**src/pkg/uep_defines.svh**
```systemverilog
// timing constants for the eprom programming controller
`ifndef UEP_DEFINES_SVH
`define UEP_DEFINES_SVH

`define UEP_CLK_NS      40      // mclk period in ns
`define UEP_T_SETUP_NS  1000    // address, data, gate, supply setup
`define UEP_T_DH_NS     1000    // data hold after the pulse
`define UEP_T_PW_NS     100000  // program pulse width
`define UEP_T_DF_NS     60      // output float delay, longest
`define UEP_T_OE_NS     100     // data valid from gate, longest
`define UEP_MAX_PULSES  25      // pulse ceiling per address
`define UEP_ADDR_W      19      // address pins
`define UEP_DATA_W      8       // data pins
`define UEP_TMR_W       12      // timer width
`define UEP_CNT_W       5       // pulse counter width

// cycle counts, rounded up: all are least waits from the controller's view
`define UEP_CYC(ns) (((ns) + `UEP_CLK_NS - 1) / `UEP_CLK_NS)
`define UEP_SETUP_CYC `UEP_CYC(`UEP_T_SETUP_NS)
`define UEP_DH_CYC    `UEP_CYC(`UEP_T_DH_NS)
`define UEP_PW_CYC    `UEP_CYC(`UEP_T_PW_NS)
`define UEP_DF_CYC    `UEP_CYC(`UEP_T_DF_NS)
`define UEP_OE_CYC    `UEP_CYC(`UEP_T_OE_NS)

`endif

```
**src/pkg/uep_pkg.sv**
```systemverilog
// types of the eprom programming controller
`include "uep_defines.svh"
`default_nettype none
package uep_pkg;
	// command kinds
	typedef enum logic [1:0] {
		UEP_CMD_READ = 2'b00,  // plain read of one byte
		UEP_CMD_PROG = 2'b01,  // pulse and verify one byte
		UEP_CMD_ID   = 2'b10   // identification byte, addr[0] selects
	} uep_cmd_type;

	// request from the user side
	typedef struct packed {
		uep_cmd_type                kind;  // what to do
		logic [`UEP_ADDR_W-1:0]     addr;  // target address
		logic [`UEP_DATA_W-1:0]     data;  // byte to program
	} uep_req_type;

	// answer to the user side
	typedef struct packed {
		logic [`UEP_DATA_W-1:0]     data;    // byte read back
		logic                       fail;    // program did not verify
		logic [`UEP_CNT_W-1:0]      pulses;  // pulses used
	} uep_rsp_type;
endpackage
`default_nettype wire

```
**src/rtl/uep_programmer.sv**
```systemverilog
// eprom programmer: drives program, verify, read and id pins of the part
// Function
// - raise supply and hold gate high first
// - drive all eight data bits while programming
// - pulse strobe low only after stable address, data
// - 100 us pulses, verify each, at most 25
// - never program with strobe held low
// - shared strobe programs all paralleled parts
// - verify with gate low, supply still raised
// - supply at normal level outside program, verify
// - id: raise address line, select maker or type
// - read data only with strobe and gate low
// - strobe high no later than supply raised
`include "uep_defines.svh"
`default_nettype none
module uep_programmer
	import uep_pkg::*;
(
	input  wire logic                   mclk_i,        // 25 mhz clock
	input  wire logic                   reset_n_i,     // async reset, low
	input  wire logic                   req_valid_i,   // command offered
	input  wire uep_req_type            req_i,         // command
	output logic                        req_ready_o,   // idle, takes command
	output logic                        done_o,        // one-cycle answer
	output uep_rsp_type                 rsp_o,         // answer contents
	output logic [`UEP_ADDR_W-1:0]      addr_o,        // address pins
	output logic [`UEP_DATA_W-1:0]      data_pins_o,   // data toward part
	output logic                        data_pins_oe_o, // drive data pins
	input  wire logic [`UEP_DATA_W-1:0] data_pins_i,   // data from part
	output logic                        select_and_program_strobe_n_o, // low
	output logic                        output_gate_n_o, // gate, low active
	output logic                        vpp_high_o,    // raised supply on
	output logic                        id_hv_o        // id address line hv
);
	// sequencer states
	typedef enum logic [3:0] {
		ST_IDLE   = 4'h0,  // waiting for a command
		ST_PWR_UP = 4'h1,  // supply rising, strobe high
		ST_SETUP  = 4'h2,  // address and data settle
		ST_PULSE  = 4'h3,  // strobe low for one pulse
		ST_HOLD   = 4'h4,  // strobe high, data held
		ST_FLOAT  = 4'h5,  // release data pins
		ST_VREAD  = 4'h6,  // gate low, wait for data
		ST_VRET   = 4'h7,  // gate high, part floats
		ST_PWR_DN = 4'h8,  // supply back to normal
		ST_RD     = 4'h9,  // read or id access
		ST_RD_END = 4'ha   // controls released, part floats
	} uep_state_type;

	uep_state_type           state_q, state_d;   // sequencer state
	logic [`UEP_TMR_W-1:0]   tmr_q, tmr_d;       // wait timer
	uep_req_type             req_q, req_d;       // latched command
	uep_rsp_type             rsp_q, rsp_d;       // answer register
	logic                    done_q, done_d;     // answer pulse
	logic [`UEP_ADDR_W-1:0]  addr_q, addr_d;     // address pins
	logic [`UEP_DATA_W-1:0]  dout_q, dout_d;     // data pins out
	logic                    doe_q, doe_d;       // data pins enable
	logic                    strb_n_q, strb_n_d; // strobe level
	logic                    gate_n_q, gate_n_d; // gate level
	logic                    vpp_q, vpp_d;       // raised supply request
	logic                    idhv_q, idhv_d;     // id high voltage
	logic                    tmr_done;           // timer expired

	assign tmr_done = (tmr_q == '0);

	// next-state and pin sequencing
	always_comb begin
		state_d  = state_q;
		tmr_d    = tmr_done ? tmr_q : tmr_q - 1'b1;
		req_d    = req_q;
		rsp_d    = rsp_q;
		done_d   = 1'b0;
		addr_d   = addr_q;
		dout_d   = dout_q;
		doe_d    = doe_q;
		strb_n_d = strb_n_q;
		gate_n_d = gate_n_q;
		vpp_d    = vpp_q;
		idhv_d   = idhv_q;
		case (state_q)
			ST_IDLE: begin
				if (req_valid_i) begin
					req_d        = req_i;
					rsp_d        = '0;
					addr_d       = req_i.addr;
					strb_n_d     = 1'b1;
					gate_n_d     = 1'b1;
					case (req_i.kind)
						UEP_CMD_PROG: begin
							vpp_d   = 1'b1;
							tmr_d   = `UEP_TMR_W'(`UEP_SETUP_CYC - 1);
							state_d = ST_PWR_UP;
						end
						UEP_CMD_ID: begin
							// other address lines and controls low
							addr_d   = {{(`UEP_ADDR_W-1){1'b0}},
								req_i.addr[0]};
							idhv_d   = 1'b1;
							strb_n_d = 1'b0;
							gate_n_d = 1'b0;
							tmr_d    = `UEP_TMR_W'(`UEP_SETUP_CYC - 1);
							state_d  = ST_RD;
						end
						default: begin
							strb_n_d = 1'b0;
							gate_n_d = 1'b0;
							tmr_d    = `UEP_TMR_W'(`UEP_SETUP_CYC - 1);
							state_d  = ST_RD;
						end
					endcase
				end
			end
			ST_PWR_UP: begin
				// supply and gate settle before data goes out
				if (tmr_done) begin
					dout_d  = req_q.data;
					doe_d   = 1'b1;
					tmr_d   = `UEP_TMR_W'(`UEP_SETUP_CYC - 1);
					state_d = ST_SETUP;
				end
			end
			ST_SETUP: begin
				// address and data stable before the strobe falls
				if (tmr_done) begin
					strb_n_d   = 1'b0;
					rsp_d.pulses = rsp_q.pulses + 1'b1;
					tmr_d      = `UEP_TMR_W'(`UEP_PW_CYC - 1);
					state_d    = ST_PULSE;
				end
			end
			ST_PULSE: begin
				// timed pulse, never a steady low
				if (tmr_done) begin
					strb_n_d = 1'b1;
					tmr_d    = `UEP_TMR_W'(`UEP_DH_CYC - 1);
					state_d  = ST_HOLD;
				end
			end
			ST_HOLD: begin
				// data hold, then free the pins for verify
				if (tmr_done) begin
					doe_d   = 1'b0;
					tmr_d   = `UEP_TMR_W'(`UEP_DF_CYC - 1);
					state_d = ST_FLOAT;
				end
			end
			ST_FLOAT: begin
				if (tmr_done) begin
					gate_n_d = 1'b0;
					tmr_d    = `UEP_TMR_W'(`UEP_OE_CYC - 1);
					state_d  = ST_VREAD;
				end
			end
			ST_VREAD: begin
				// compare verify data with the wanted byte
				if (tmr_done) begin
					rsp_d.data = data_pins_i;
					gate_n_d   = 1'b1;
					tmr_d      = `UEP_TMR_W'(`UEP_DF_CYC - 1);
					if (data_pins_i == req_q.data) begin
						state_d = ST_PWR_DN;
					end else if (rsp_q.pulses ==
						`UEP_CNT_W'(`UEP_MAX_PULSES)) begin
						rsp_d.fail = 1'b1;
						state_d    = ST_PWR_DN;
					end else begin
						state_d = ST_VRET;
					end
				end
			end
			ST_VRET: begin
				// part floats before the controller drives again
				if (tmr_done) begin
					dout_d  = req_q.data;
					doe_d   = 1'b1;
					tmr_d   = `UEP_TMR_W'(`UEP_SETUP_CYC - 1);
					state_d = ST_SETUP;
				end
			end
			ST_PWR_DN: begin
				// drop supply, answer once it has settled
				vpp_d = 1'b0;
				if (tmr_done && !vpp_q) begin
					done_d  = 1'b1;
					state_d = ST_IDLE;
				end else if (tmr_done) begin
					tmr_d = `UEP_TMR_W'(`UEP_SETUP_CYC - 1);
				end
			end
			ST_RD: begin
				// sample read or id byte
				if (tmr_done) begin
					rsp_d.data = data_pins_i;
					strb_n_d   = 1'b1;
					gate_n_d   = 1'b1;
					idhv_d     = 1'b0;
					tmr_d      = `UEP_TMR_W'(`UEP_DF_CYC - 1);
					state_d    = ST_RD_END;
				end
			end
			ST_RD_END: begin
				if (tmr_done) begin
					done_d  = 1'b1;
					state_d = ST_IDLE;
				end
			end
			default: begin
				state_d = ST_IDLE;
			end
		endcase
	end

	// state registers
	always_ff @(posedge mclk_i or negedge reset_n_i) begin
		if (!reset_n_i) begin
			state_q  <= ST_IDLE;
			tmr_q    <= '0;
			req_q    <= '0;
			rsp_q    <= '0;
			done_q   <= 1'b0;
			addr_q   <= '0;
			dout_q   <= '0;
			doe_q    <= 1'b0;
			strb_n_q <= 1'b1;
			gate_n_q <= 1'b1;
			vpp_q    <= 1'b0;
			idhv_q   <= 1'b0;
		end else begin
			state_q  <= state_d;
			tmr_q    <= tmr_d;
			req_q    <= req_d;
			rsp_q    <= rsp_d;
			done_q   <= done_d;
			addr_q   <= addr_d;
			dout_q   <= dout_d;
			doe_q    <= doe_d;
			strb_n_q <= strb_n_d;
			gate_n_q <= gate_n_d;
			vpp_q    <= vpp_d;
			idhv_q   <= idhv_d;
		end
	end

	// outputs
	assign req_ready_o                   = (state_q == ST_IDLE);
	assign done_o                        = done_q;
	assign rsp_o                         = rsp_q;
	assign addr_o                        = addr_q;
	assign data_pins_o                   = dout_q;
	assign data_pins_oe_o                = doe_q;
	assign select_and_program_strobe_n_o = strb_n_q;
	assign output_gate_n_o               = gate_n_q;
	assign vpp_high_o                    = vpp_q;
	assign id_hv_o                       = idhv_q;
endmodule // uep_programmer
`default_nettype wire

```
**config.mk**
```make
export PLATFORM = sky130hd
export DESIGN_NAME = uep_programmer
export DESIGN_NICKNAME = d
export VERILOG_FILES = /design/src/pkg/uep_pkg.sv /design/src/rtl/uep_programmer.sv
export VERILOG_INCLUDE_DIRS = /design/src /design/src/pkg
export SDC_FILE = /design/constraint.sdc
export NUM_CORES = 1
export LEC_CHECK = 0
export BUFFER_PORTS_ARGS = -buffer_cell sky130_fd_sc_hd__clkbuf_2
export CAP_MARGIN = 20
export CORE_MARGIN = 2
export CORE_UTILIZATION = 50
export CTS_CLUSTER_DIAMETER = 60
export DETAILED_ROUTE_END_ITERATION = 7
export GPL_TIMING_DRIVEN = 0
export MAX_ROUTING_LAYER = met4
export PLACE_DENSITY = 0.87
export SYNTH_ARGS = -nofsm -noshare
export SYNTH_HDL_FRONTEND = slang
export SYNTH_SLANG_ARGS = --single-unit
```
**constraint.sdc**
```tcl
create_clock -name mclk_i -period 6.2 [get_ports mclk_i]
set_input_delay 1.86 -clock mclk_i [delete_from_list [all_inputs] [get_ports mclk_i]]
set_output_delay 1.86 -clock mclk_i [all_outputs]
set_load 0.05 [all_outputs]
```
== After elaboration in Yosys (flattened, before gate mapping) ==
Cells that the tools add are included.
Cells by class
  equality and inequality tests: 30
  reductions and logical operators: 28
  shift-type cells: 0
  $mul: 0
  divide/modulo/power cells: 0
  order comparisons: 0
  add/subtract/negate cells: 2
  mux-type cells: 48
  bitwise logic cells: 0
Operator list (count)
  $mux 12: 7
  $pmux 12 s6: 1
  $mux 4: 13
  $pmux 4 s10: 1
  $pmux 8 s3: 1
  $ne 2x2->1 const B: 11
  $mux 19: 1
  $eq 4x3->1 const B: 4
  $reduce_and 4->1: 4
  $mux 14: 1
  $eq 4x4->1 const B: 3
  $logic_not 12->1: 1
  $mux 1: 12
  $sub 12x1->12 const B: 1
  $ne 2x1->1 const B: 5
  $pmux 1 s2: 5
  $pmux 5 s2: 1
  $reduce_and 10->1: 1
  $reduce_bool 2->1: 5
  $mux 9: 1
  $reduce_and 3->1: 3
  $reduce_bool 3->1: 3
  $eq 4x2->1 const B: 2
  $eq 8x8->1: 1
  other kinds (15): 20
Word-level totals
  bits in latches: 0
  word-level logic and storage cells: 122
  bits in read-only memories: 0
  input bits: 40
  output and inout port bits: 48
  memory bits (writable): 0
  flip-flop bits (word level): 71
  memories: 0

== Logic depth before layout (Yosys ltp) ==
  depth in word-level cells: 5
  depth in mapped cells: 10
  mapped depth without buffers: 8

== Worst setup path before layout ==
No wires, ideal clock.
  kind: register to output
  from: register state_q[1]
  to: output port req_ready_o
  arrival time: 1324 ps
  stages on the path, launching flop included: 3
  setup slack: 3016 ps
  required time: 4340 ps
  path buffers: 0
  cell sequence: dfrtp_1 > or4_1 > inv_1
On the way
  longest elaborated chain between the ends: 1
RTL lines
  start: declaration: line uep_programmer.sv:50  | uep_state_type state_q, state_d;
  start signal: assignment: line uep_programmer.sv:229  | state_q <= state_d;
  $logic_not 4->1: line uep_programmer.sv:245  | assign req_ready_o = (state_q == ST_IDLE);
  end: declaration: line uep_programmer.sv:23  | output logic req_ready_o,
Every way passes these cells.

== Final worst setup path ==
  from: register state_q[3]
  to: output port req_ready_o
Same word-level chain as after synthesis.

==> impl_results.md <==
- Status: finished, final reports clean
- Fmax: between 200 and 300 MHz
- WP buf/inv: 2
- Vias in the first global route: slightly above 3,000
- Mapped cell area: 0.00356 mm2
- # diodes: 0
- Pwr/cell area: 202 mW/mm2
- Post-Route WL: a little under 9000 um
- Die ar.: between 0.007 and 0.008 mm2
- H-tree levels: 3
- DRT antenna net count: 0
- Cells after synthesis: around 380
- Leak: 2.21 nW
- Die height: just under 90 um
- Layout cells sized above 1: 0.268
- Final Power: roughly 0.88 mW
- Number of synthesized flops with an enable pin: 0
- Fill cell total of the finished layout: slightly below 600
- Crit path time final: between 3 and 4 ns
- Max IR drop VDD: between 0.15 and 0.2 mV
- Critical path's top delay family: simple AND/OR/NAND/NOR gates
- Post-synthesis net count: 430
- Post-synthesis sequential area ratio: 0.500
- Fin. max-slew vios: 0
- Asr flop ratio synth: 1.00
- Worst-margin pin slew: approximately 0.7 ns
- RSZ-0062 raised after global routing: no
- Final Cycle Share: 0.588
- Data required, critical path: roughly 4.3 ns
- Skew-Pair Late Insertion Delay: 0.36 ns
- Final setup vio count: 0
- DR WL/cell: ~15 um
- HPWL Detailed: ~6600 um
- Top cell type's share of synthesized area: 0.485
- Post-DR vias/cell: 5.45
- Mean area per synthesized cell: roughly 9.3 um2
- Post-CTS Setup Bufs: 0
- Post-CTS Hold Fix Bufs: 0
- RD Place Congestion: roughly 1.0
- Largest net degree at the start of global routing: 53
- Grt total ovfl: 0
- Clock Sinks: just over 70
- Clock root cell: clkbuf_8
- Final net count: 529
- Final hold vios: 0
- CTS tree: done
- Row count: 30
- DRC: 0
- Num CTS Buffers: 9
- Sum Neg Setup Slack: 0 ns
- Initial antenna violation count: 0
- CP Max Fanout: 8
- Iteration-0 DRC Markers: 190
- Clock Path Buffers: 2
- Io pins: ~90
- Final core occ: 0.637
- Top cells by area, synth: dfrtp_1 (49%), nand2_1 (10%), o21ai_0 (3.2%)
- Overall routing resource usage: 0.249
- Critical-path cell with the highest stage delay: or4_1
- First-pass GRT wire length: about 14,000 um
- Clock transition at path regs: about 0.08 ns
- Setup CP Type: reg2out
- Buffers added on ports: 87
- Slew Limit Headroom: 0.528
- MaxCap Viol Count: 0
- Synth cell types: 59
- Vias: ~3,200
- TritonRoute pass-1 iters: 5
- Synthesis Warnings: 0
- Crit-path cells: or4_1 > inv_1 > clkbuf_2
- Core area: approximately 0.007 mm2
- Die W: approximately 90 um
- Layout area overhead: 22.2%
- Delay of the slowest critical-path stage: between 0.5 and 0.6 ns
- Worst hold path class: reg2reg
- CP Capture Type: output pin
- Initial Util: 0.521
- Area leader, netlist: dfrtp_1
- Post-cts sizing count: 0
- Top_reg_cell synth: dfrtp_1
- Clock Skews: 0.0111 ns
- Synthesized flop and latch total: 71
- Startpoint types: flop
- Critical path arrival: approximately 1.8 ns
-- sequential cells by signal (all words and copies together), names as in the netlist --
| signal | cells |
|---|---|
| tmr_q | 12 |
| addr_o | 19 |
| data_pins_oe_o | 1 |
| select_and_program_strobe_n_o | 1 |
| req_q | 8 |
| done_o | 1 |
| rsp_o | 14 |
| id_hv_o | 1 |
| output_gate_n_o | 1 |
| data_pins_o | 8 |
| state_q | 4 |
| vpp_high_o | 1 |
-- stage by stage --
| step | instances | setup WS (ns) | area (um2) | hold WS, ns |
|---|---|---|---|---|
| 2_1_floorplan | 384 | 3.02 | 3560 | 0.482 |
| 3_3_place_gp | 567 | 2.75 | 4110 | 0.451 |
| 3_5_place_dp | 568 | 2.80 | 4140 | 0.455 |
| 4_1_cts | 584 | 2.56 | 4350 | 0.472 |
| 5_1_grt | 584 | 2.51 | 4350 | 0.503 |
| 6_report | 584 | 2.55 | 4350 | 0.469 |
-- per-layer routing --
metal	part of all wire	vias up	routed length [um]	GRT usage
li1	-	1520	-	-
met1	0.42	1519	3720	0.318
met2	0.48	128	4240	0.380
met3	0.075	18	655	0.0653
met4	0.019	0	168	0.101
met5	0	-	0	-
-- synth_stat cells, drive strengths merged (2+ instances only) --
cell     instances
nand2           96
dfrtp           69
o21ai           24
nand3           21
nor2            18
a21oi           16
clkbuf          16
mux2            11
xor2            11
inv             10
nor3             9
buf              6
ha               6
nand2b           5
nor2b            5
o22ai            5
or4              5
nor4b            4
a211oi           3
a21boi           3
a2bb2oi          3
a31oi            3
nor4             3
xnor2            3
dfstp            2
mux2i            2
nand4            2
o211ai           2
-- logic make-up after synthesis --
family                     count (synthesis)  share of synthesized area
adders and majority gates                  6                     0.0211
buffers and inverters                     32                     0.0373
and+or+nand+nor                          176                      0.236
DFF                                       71                      0.500
AOI/OAI and AO/OA                         72                      0.131
xor gates and xnor gates                  14                     0.0345
muxes                                     13                     0.0404
-- power breakdown --
| group | total (mW) | internal (mW) | switching [mW] |
|---|---|---|---|
| sequential | 0.463 | 0.463 | 0 |
| clock | 0.384 | 0.199 | 0.185 |
| combinational | 0.0310 | 0.0131 | 0.0179 |
-- cells in the final DEF, fill, tap and decap left out, drive strengths merged, types with 4 or more instances in the layout --
| master | instances |
|---|---|
| clkbuf | 113 |
| xor2 | 11 |
| nor3 | 9 |
| ha | 6 |
| a21oi | 16 |
| nand2b | 5 |
| nor2b | 5 |
| nand3 | 21 |
| mux2 | 11 |
| inv | 12 |
| o21ai | 24 |
| or4 | 5 |
| nor2 | 18 |
| nand2 | 96 |
| dfrtp | 69 |
| nor4b | 4 |
| buf | 7 |
| o22ai | 5 |
-- worst register-to-register path, cell delays in order, from the launching register on --
cell and delay (ns):
dfrtp_1 0.41, inv_1 0.11, ha_1 0.14, or4b_1 0.41, buf_2 0.19, nor3_4 0.26
nand2_2 0.12, nor3_4 0.42, mux2_2 0.40
-- final cells by class --
cell class,count,area (um2),share of cell area
flip-flops and latches,71,1780,0.409
multi-input cells,281,1650,0.379
repair buffers,88,465,0.107
clock buffers,10,138,0.0316
well taps,96,120,0.0276
plain buffers,22,95.1,0.0219
clock inverters,6,67.6,0.0155
inverters,10,37.5,0.00863
-- final timing paths --
check                                start         endpoint  slack, ns  cells past startpoint
worst max-delay path            state_q[3]      req_ready_o       2.55                      3
worst min-delay path            addr_o[16]       addr_o[16]       0.47                      2
worst max register to register    tmr_q[0]   data_pins_o[4]       3.61                      8
worst min register to register  addr_o[16]       addr_o[16]       0.47                      2
max in group asynchronous        reset_n_i  output_gate_n_o       4.19                      2
min in group asynchronous        reset_n_i          id_hv_o       1.43                      1
No activity file was read; power rests on OpenSTA's default activity.
